[src/sec_ctrl_defs.svh]
// Function
// - Three register addresses one to three decoded
// - Offset register data treated as two's complement
// - Word takes effect on sixteenth falling edge
// - Word: control, direction, 5-bit address, data
// - Top control bits decode like primary requests
// - Hardware requests honoured in primary words, in secondary only when controls 11
// - Reset clears direction bit: write mode
// - Read returns register in low eight bits
// - Read leaves register contents unchanged
// - Write mode drives all sixteen output bits 0
// - Read ignores data, still acts on phase
// - Address 0 does nothing, reads as 0
// - Filter clock is master over twice divider
// - Master divider resets to decimal 18
// - Conversion clock is filter over divider
// - Conversion divider resets to decimal 18
// - Signed offset shifts sampling by master periods
// - Sampling offset resets to 0
// - Secondary frame scheduled on primary 11 or hardware 11 in a primary frame
// - Secondary 01/10 shift phase, 00 suppresses
// - Secondary word never schedules another secondary
`ifndef SEC_CTRL_DEFS_SVH
`define SEC_CTRL_DEFS_SVH
`define WORD_BITS        16
`define DATA_BITS        8
`define ADDR_BITS        5
`define ADDR_NOOP        5'h00
`define ADDR_MASTER_DIV  5'h01
`define ADDR_CONV_DIV    5'h02
`define ADDR_PHASE_OFS   5'h03
`define ADDR_LAST        5'h08
`define RST_MASTER_DIV   8'h12
`define RST_CONV_DIV     8'h12
`define RST_PHASE_OFS    8'h00
`define CNT_LAST_BIT     4'hf
`define CNT_ADDR_DONE    4'h7
`define CNT_DATA_START   4'h8
`define DIR_POS_AT_ADDR  4
`define REQ_BOTH         2'h3
`define REQ_NONE         2'h0
`define REQ_EARLIER      2'h2
`define REQ_LATER        2'h1
`endif

[src/sec_ctrl_pkg.sv]
package sec_ctrl_pkg;
  typedef struct packed {
    logic [1:0] ctl;
    logic       dir;
    logic [4:0] addr;
    logic [7:0] data;
  } sec_word_type;

  typedef struct packed {
    logic earlier;
    logic later;
  } phase_req_type;

  typedef enum logic [1:0] {
    ST_IDLE  = 2'b00,
    ST_SHIFT = 2'b01,
    ST_DONE  = 2'b11
  } link_state_type;
endpackage

[src/secondary_control_word_regs.sv]
`timescale 1ns/100ps
`include "sec_ctrl_defs.svh"
module secondary_control_word_regs
  import sec_ctrl_pkg::*;
#(
  parameter int unsigned WORD_BITS = `WORD_BITS
) (
  input  wire logic       i_clk,                 // Master clock, 20 MHz
  input  wire logic       i_rst_n,               // Async reset, active low
  input  wire logic       i_shift_clk,           // Serial shift clock pin
  input  wire logic       i_frame_n,             // Frame sync pin, low in word
  input  wire logic       i_serial_in,           // Serial data in pin
  input  wire logic       i_hw_request_hi,       // Hardware request pin, high
  input  wire logic       i_hw_request_lo,       // Hardware request pin, low
  output logic            o_serial_out,          // Serial data out
  output logic            o_secondary_pending,   // Next frame is secondary
  output logic            o_phase_earlier,       // Phase shift earlier pulse
  output logic            o_phase_later,         // Phase shift later pulse
  output logic [7:0]      o_master_div,          // Master clock divider
  output logic [7:0]      o_conv_div,            // Conversion divider
  output logic [7:0]      o_phase_offset,        // Signed sampling offset
  output logic            o_filter_clk,          // Filter clock
  output logic            o_sample_strobe        // One pulse per conversion
);

  // Word layout and bit counter both assume a sixteen bit word
  if (WORD_BITS != `WORD_BITS) begin : g_word_bits_check
    $error("Only a sixteen bit control word is supported");
  end
  if ($bits(sec_word_type) != `WORD_BITS) begin : g_word_type_check
    $error("Control word type must be sixteen bits wide");
  end

  // Pin synchronisers; stage one is read only by stage two
  // Reset to the idle levels so no false shift edge follows reset
  logic [4:0] sync1_r;
  logic [4:0] sync2_r;
  logic       sclk_prev_r;

  always_ff @(posedge i_clk or negedge i_rst_n) begin
    if (!i_rst_n) begin
      sync1_r     <= 5'h1f;
      sync2_r     <= 5'h1f;
      sclk_prev_r <= 1'b1;
    end else begin
      sync1_r     <= {i_shift_clk, i_frame_n, i_serial_in, i_hw_request_hi, i_hw_request_lo};
      sync2_r     <= sync1_r;
      sclk_prev_r <= sync2_r[4];
    end
  end

  wire       sclk_s   = sync2_r[4];
  wire       frame_s  = sync2_r[3];
  wire       din_s    = sync2_r[2];
  wire [1:0] hw_req_s = sync2_r[1:0];
  wire       sclk_fall = sclk_prev_r & ~sclk_s;
  wire       sclk_rise = ~sclk_prev_r & sclk_s;

  // Serial link state
  link_state_type state_r;
  link_state_type state_nxt;
  logic [3:0]     cnt_r;
  logic [14:0]    rx_r;
  logic           is_sec_r;
  logic           rd_mode_r;
  logic [7:0]     rd_r;

  wire          bit_take   = (state_r == ST_SHIFT) & sclk_fall;
  wire          word_done  = bit_take & (cnt_r == `CNT_LAST_BIT);
  sec_word_type word_w;
  assign word_w = sec_word_type'({rx_r, din_s});

  // After seven bits the direction bit sits just below the two control bits
  wire [4:0] addr_now = {rx_r[3:0], din_s};
  wire       dir_now  = rx_r[`DIR_POS_AT_ADDR];
  wire       addr_take = bit_take & (cnt_r == `CNT_ADDR_DONE);
  wire       frame_start = (state_r == ST_IDLE) & ~frame_s;

  always_comb begin
    state_nxt = state_r;
    case (state_r)
      ST_IDLE:  if (!frame_s) state_nxt = ST_SHIFT;
      ST_SHIFT: begin
        // Only a frame raised before the first bit aborts; short frame pulses are allowed
        if (frame_s && cnt_r == 4'h0) state_nxt = ST_IDLE;
        else if (word_done) state_nxt = ST_DONE;
      end
      ST_DONE:  if (frame_s) state_nxt = ST_IDLE;
      default:  state_nxt = ST_IDLE;
    endcase
  end

  // Configuration registers
  logic [7:0] master_div_r;
  logic [7:0] conv_div_r;
  logic [7:0] phase_ofs_r;

  // Read mux: unimplemented addresses and the no-op slot read zero
  logic [7:0] rd_mux;
  always_comb begin
    case (addr_now)
      `ADDR_MASTER_DIV: rd_mux = master_div_r;
      `ADDR_CONV_DIV:   rd_mux = conv_div_r;
      `ADDR_PHASE_OFS:  rd_mux = phase_ofs_r;
      default:          rd_mux = 8'h00;
    endcase
  end

  always_ff @(posedge i_clk or negedge i_rst_n) begin
    if (!i_rst_n) begin
      state_r <= ST_IDLE;
    end else begin
      state_r <= state_nxt;
    end
  end

  always_ff @(posedge i_clk or negedge i_rst_n) begin
    if (!i_rst_n) begin
      cnt_r    <= 4'h0;
      rx_r     <= 15'h0000;
      is_sec_r <= 1'b0;
    end else if (frame_start) begin
      cnt_r    <= 4'h0;
      is_sec_r <= o_secondary_pending;
    end else if (bit_take) begin
      cnt_r <= cnt_r + 4'h1;
      rx_r  <= {rx_r[13:0], din_s};
    end
  end

  // Read data is captured once the address is in, and shifted out on rising edges
  wire in_idle   = (state_r == ST_IDLE);
  wire out_shift = sclk_rise & (state_r == ST_SHIFT);
  wire out_data  = rd_mode_r & (cnt_r >= `CNT_DATA_START);

  always_ff @(posedge i_clk or negedge i_rst_n) begin
    if (!i_rst_n) begin
      rd_mode_r <= 1'b0;
    end else if (in_idle) begin
      rd_mode_r <= 1'b0;
    end else if (addr_take) begin
      rd_mode_r <= is_sec_r & dir_now;
    end
  end

  // Snapshot only; the register itself is never touched by a read
  always_ff @(posedge i_clk or negedge i_rst_n) begin
    if (!i_rst_n) begin
      rd_r <= 8'h00;
    end else if (addr_take) begin
      rd_r <= rd_mux;
    end else if (out_shift && out_data) begin
      rd_r <= {rd_r[6:0], 1'b0};
    end
  end

  always_ff @(posedge i_clk or negedge i_rst_n) begin
    if (!i_rst_n) begin
      o_serial_out <= 1'b0;
    end else if (in_idle) begin
      o_serial_out <= 1'b0;
    end else if (out_shift) begin
      o_serial_out <= out_data ? rd_r[7] : 1'b0;
    end
  end

  // Request decode at the end of each word
  wire [1:0] sw_req = is_sec_r ? word_w.ctl : word_w.data[1:0];
  wire       sw_phase = (sw_req == `REQ_EARLIER) | (sw_req == `REQ_LATER);
  wire       hw_phase = (hw_req_s == `REQ_EARLIER) | (hw_req_s == `REQ_LATER);
  wire       hw_valid = is_sec_r ? (word_w.ctl == `REQ_BOTH) : 1'b1;
  logic [1:0] phase_sel;
  always_comb begin
    if (sw_phase)
      phase_sel = sw_req;
    else if (hw_valid && hw_phase)
      phase_sel = hw_req_s;
    else
      phase_sel = `REQ_NONE;
  end
  phase_req_type phase_w;
  assign phase_w = phase_req_type'(phase_sel);
  wire sec_sched = ~is_sec_r & ((sw_req == `REQ_BOTH) | (hw_req_s == `REQ_BOTH));

  // Writes land only at the end of a secondary word in write mode
  wire wr_en = word_done & is_sec_r & ~word_w.dir;
  logic ofs_written_r;

  always_ff @(posedge i_clk or negedge i_rst_n) begin
    if (!i_rst_n) begin
      master_div_r  <= `RST_MASTER_DIV;
      conv_div_r    <= `RST_CONV_DIV;
      phase_ofs_r   <= `RST_PHASE_OFS;
      ofs_written_r <= 1'b0;
    end else begin
      ofs_written_r <= 1'b0;
      if (wr_en) begin
        case (word_w.addr)
          `ADDR_MASTER_DIV: master_div_r <= word_w.data;
          `ADDR_CONV_DIV:   conv_div_r   <= word_w.data;
          `ADDR_PHASE_OFS: begin
            phase_ofs_r   <= word_w.data;
            ofs_written_r <= 1'b1;
          end
          default: ;
        endcase
      end
    end
  end

  always_ff @(posedge i_clk or negedge i_rst_n) begin
    if (!i_rst_n) begin
      o_phase_earlier <= 1'b0;
      o_phase_later   <= 1'b0;
    end else begin
      o_phase_earlier <= word_done & phase_w.earlier;
      o_phase_later   <= word_done & phase_w.later;
    end
  end

  // Pending holds until the next word end, which fixes the type of the next frame
  always_ff @(posedge i_clk or negedge i_rst_n) begin
    if (!i_rst_n) begin
      o_secondary_pending <= 1'b0;
    end else if (word_done) begin
      o_secondary_pending <= sec_sched;
    end
  end

  always_ff @(posedge i_clk or negedge i_rst_n) begin
    if (!i_rst_n) begin
      o_master_div   <= `RST_MASTER_DIV;
      o_conv_div     <= `RST_CONV_DIV;
      o_phase_offset <= `RST_PHASE_OFS;
    end else begin
      o_master_div   <= master_div_r;
      o_conv_div     <= conv_div_r;
      o_phase_offset <= phase_ofs_r;
    end
  end

  // Timebase. A zero divider would stall the clock, so it counts as one.
  // The signed offset is applied once per write as a slip of the master count:
  // positive holds the count, negative counts double, shifting every later sample.
  logic [7:0]        fdiv_r;
  logic [7:0]        cdiv_r;
  logic signed [8:0] slip_r;
  logic              filter_clock_r;
  logic              strobe_r;

  wire [7:0] a_lim = (master_div_r == 8'h00) ? 8'h01 : master_div_r;
  wire [7:0] b_lim = (conv_div_r == 8'h00) ? 8'h01 : conv_div_r;
  wire       slip_hold = slip_r > 9'sd0;
  wire       slip_skip = slip_r < 9'sd0;
  wire [7:0] fdiv_step = slip_skip ? 8'h02 : 8'h01;
  wire [8:0] fdiv_sum  = {1'b0, fdiv_r} + {1'b0, fdiv_step};
  wire       half_end  = ~slip_hold & (fdiv_sum >= {1'b0, a_lim});
  wire       filter_clock_rise = half_end & ~filter_clock_r;
  wire       conv_end  = filter_clock_rise & (cdiv_r + 8'h01 >= b_lim);

  always_ff @(posedge i_clk or negedge i_rst_n) begin
    if (!i_rst_n) begin
      fdiv_r   <= 8'h00;
      cdiv_r   <= 8'h00;
      slip_r   <= 9'sd0;
      filter_clock_r   <= 1'b0;
      strobe_r <= 1'b0;
    end else begin
      if (ofs_written_r)
        slip_r <= $signed({phase_ofs_r[7], phase_ofs_r});
      else if (slip_hold)
        slip_r <= slip_r - 9'sd1;
      else if (slip_skip)
        slip_r <= slip_r + 9'sd1;
      if (half_end) begin
        fdiv_r <= 8'h00;
        filter_clock_r <= ~filter_clock_r;
      end else if (!slip_hold) begin
        fdiv_r <= fdiv_sum[7:0];
      end
      if (conv_end)
        cdiv_r <= 8'h00;
      else if (filter_clock_rise)
        cdiv_r <= cdiv_r + 8'h01;
      strobe_r <= conv_end;
    end
  end

  always_ff @(posedge i_clk or negedge i_rst_n) begin
    if (!i_rst_n) begin
      o_filter_clk    <= 1'b0;
      o_sample_strobe <= 1'b0;
    end else begin
      o_filter_clk    <= filter_clock_r;
      o_sample_strobe <= strobe_r;
    end
  end

endmodule

[config.mk]
export PLATFORM = sky130hd
export DESIGN_NAME = secondary_control_word_regs
export DESIGN_NICKNAME = d
export VERILOG_FILES = /design/src/sec_ctrl_pkg.sv /design/src/secondary_control_word_regs.sv
export VERILOG_INCLUDE_DIRS = /design/src
export SDC_FILE = /design/constraint.sdc
export NUM_CORES = 1
export LEC_CHECK = 0
export BUFFER_PORTS_ARGS = -buffer_cell sky130_fd_sc_hd__buf_2
export CAP_MARGIN = 40
export CORE_UTILIZATION = 40
export CTS_BUF_LIST = sky130_fd_sc_hd__clkbuf_4
export CTS_CLUSTER_DIAMETER = 40
export DETAILED_ROUTE_END_ITERATION = 12
export SLEW_MARGIN = 25
export SYNTH_ARGS = -nofsm -noshare
export SYNTH_HDL_FRONTEND = slang
export SYNTH_SLANG_ARGS = --single-unit
export TNS_END_PERCENT = 100
[constraint.sdc]
create_clock -name i_clk -period 3.8 [get_ports i_clk]
set_input_delay 0.76 -clock i_clk [delete_from_list [all_inputs] [get_ports i_clk]]
set_output_delay 0.76 -clock i_clk [all_outputs]
set_load 0.1 [all_outputs]
==> qor.yml <==
synth-async-reset-ratio_pct: 100
io_buffer_count: 36
r2r_cells: 13
clockBufferDepth: 2
grt_pass1_wl_um: 19400
clkSinkCount: 124
synth_cell_types: 50
cts.repair.resized: 0
area_growth_pct: 12.1
holdWs_ns: 0.256
postCtsSetupRepairBufs: 0
fmax_mhz: 288
powerDensity_nw_per_um2: 419
place_ws_ns: 0.365
worst-path-buf-inv: 1
drive_above_1_share_pct: 22.0
rows: 43
yosys.area.top_type_share_pct: 46.3
drt_iter0_markers: 203
numCtsBuffers: 17
peakVddDrop_mv: 0.187
clock_skew_ns: 0.00850
die_h_um: 121
post_drt_wl_per_cell_um: 15.2
ioPinCount: 37
cp.depth: 13
synthCells: 520
insertion_delay_ns: 0.52
outcome: "completed"
design_area_um2: 6360
die_area_um2: 14700
antenna_found_initial: 0
clk_pin_slew_ns: 0.10
h-tree-depth: 4
dpl_cell_area_um2: 6100
dp_hpwl_um: 8270
core_area_um2: 13900
synth.cell_area_um2: 5680
multi_input_area_um2: 2410
slew_headroom_pct: 49.9
crit_top_cell: "ha_1"
cts-root-buf: "clkbuf_4"
crit_slowest_cell: "dfrtp_1"
critPathMaxStageDelay_ns: 0.53
hold_viol: 0
avgSynthCellArea_um2: 10.9
synth_edf_count: 0
ys_seq_area_share_pct: 55.1
drt_wl_total_um: 11600
drtPass1Iterations: 4
fp.dieW_um: 121
critical_path_class: "register to register"
leakage_nw: 2.97
instances_no_fill: 763
min_path_type: "primary input to async pin"
fin_crit_sh_pct: 91.3
nFillCells: 1305
ys_dominant_reg_cell: "dfrtp_1"
final_antenna_net_count: 0
track_usage_pct: 17.6
slew_viol_final: 0
overflow: 0
cts_hold_buf: 0
timing.final.ws_setup_ns: 0.329
vias: 3972
initial_core_util_pct: 40.9
ys_seq_elements: 124
postSynthNetCount: 557
grt_pass1_vias: 3888
nets: 607
crit_path_cell_trace: "inv_1, ha_1, fa_1, nand3_1, nor2_1, xor2_1, ha_1, a21oi_1, o21ai_0, a221o_1, and2_1, nand2_1, o221ai_1"
fin_crit_ns: 3.47
setup_viol: 0
cp-end-kind: "register"
antenna_cells: 0
cp_top_family: "adder cells"
grt_max_degree: 57
regToRegSetupSlack_ns: 0.33
seqCellArea_um2: 3130
worstSetupStartpointType: "register"
viasPerCell: 5.21
totalPowerFinal_mw: 2.66
rsz0062_at_grt: "no"
ys.warnings.count: 0
worstMarginPinSlew_ns: 0.745
fin_util_pct: 45.8
required_ns: 4.20
drc: 0
yosysTopAreaCell: "dfrtp_1"
gp_congestion: 0.865
crit_fanout: 10
arrival_ns: 3.87
synth_top_cells_by_area: "dfrtp_1, dfstp_2, ha_1"
tns_ns: 0
tritoncts: "done"
maxCapViolCount: 0
dp.cells: 731
==> state kept, by name (all words and copies together) (netlist names), 2 cells and up <==
| register | count |
|---|---|
| o_phase_offset | 8 |
| cnt_r | 4 |
| conv_div_r | 8 |
| rx_r | 15 |
| slip_r | 9 |
| sync2_r | 5 |
| fdiv_r | 8 |
| cdiv_r | 8 |
| o_conv_div | 8 |
| phase_ofs_r | 8 |
| master_div_r | 8 |
| sync1_r | 5 |
| rd_r | 8 |
| state_r | 2 |
| o_master_div | 8 |
==> final timing paths <==
kind,start,end
setup / recovery,slip_r[8],cdiv_r[6]
hold / removal,i_rst_n,o_sample_strobe
setup reg to reg,slip_r[8],cdiv_r[6]
hold reg to reg,strobe_r,o_sample_strobe
max in group asynchronous,i_rst_n,sync2_r[3]
min in group i_clk,i_shift_clk,sync1_r[4]
==> power breakdown <==
group | switching [mW] | internal (mW) | leakage [nW]
sequential | 0.138 | 1.41 | 1.64
clock | 0.484 | 0.386 | 0.144
combinational | 0.130 | 0.120 | 1.19
total | 0.752 | 1.91 | 2.97
==> Yosys cell counts (all sizes together), types with 2 or more instances <==
| library cell | count |
|---|---|
| nand2b | 8 |
| a22o | 4 |
| o211ai | 2 |
| o21bai | 2 |
| dfstp | 19 |
| fa | 2 |
| nand3 | 8 |
| a22oi | 10 |
| a21o | 2 |
| ha | 28 |
| clkbuf | 10 |
| inv | 26 |
| nand2 | 84 |
| a32o | 3 |
| o21ai | 64 |
| nor2 | 29 |
| xnor2 | 7 |
| buf | 3 |
| o221ai | 3 |
| o31ai | 3 |
| dfrtp | 105 |
| o21a | 3 |
| a41o | 2 |
| or3 | 3 |
| a21oi | 15 |
| xor2 | 15 |
| a211oi | 3 |
| nand4 | 3 |
| mux2 | 28 |
| nor4 | 9 |
| or2 | 2 |
==> cell type report <==
class | instances | share of cell area, %
tap | 180 | 3.54
clock inverter | 14 | 2.03
timing repair buffer | 44 | 3.78
multi-input combinational | 357 | 37.9
inverter | 26 | 1.53
sequential | 124 | 49.1
clock buffer | 18 | 2.12
==> worst register-to-register path, cell delays in order (launching register included) <==
cell and delay, ns:
dfrtp_1 0.53, inv_1 0.13, ha_1 0.23, fa_1 0.44, nand3_1 0.18, nor2_1 0.10, xor2_1 0.15, ha_1 0.34
a21oi_1 0.12, o21ai_0 0.09, a221o_1 0.36, and2_1 0.30, nand2_1 0.22, o221ai_1 0.16
==> logic make-up (layout without fill, tap and decap cells) <==
kind of cell,Yosys count,after routing,synth area share (%)
muxes,29,29,5.73
DFF,124,124,55.1
xor gates and xnor gates,22,22,3.39
AOI/OAI and AO/OA,123,123,13.2
adders and majority gates,30,30,6.88
and+or+nand+nor,153,153,13.0
buffers and inverters,39,102,2.73
==> cells in the final DEF (no fill, tap or decap), types with 7 or more instances in the layout <==
cell / count
buf_4: 8
xnor2_1: 7
a21oi_1: 15
nand2_1: 84
inv_1: 26
dfrtp_1: 105
buf_2: 36
mux2_2: 28
clkbuf_4: 18
o21ai_0: 62
nor2_1: 29
dfstp_2: 19
nand3_1: 8
a22oi_1: 10
xor2_1: 15
nand2b_1: 8
ha_1: 28
==> per-layer routing <==
layer / track usage (%) / share of wire (%) / wire length (um) / up-vias
met5: 0 / 0 / 0 / -
met4: 7.33 / 2.0 / 229 / 0
met3: 5.40 / 4.0 / 469 / 15
met2: 27.1 / 48 / 5520 / 79
met1: 22.9 / 46 / 5380 / 1948
li1: - / - / - / 1930
Power figures use the tool's default switching activity.
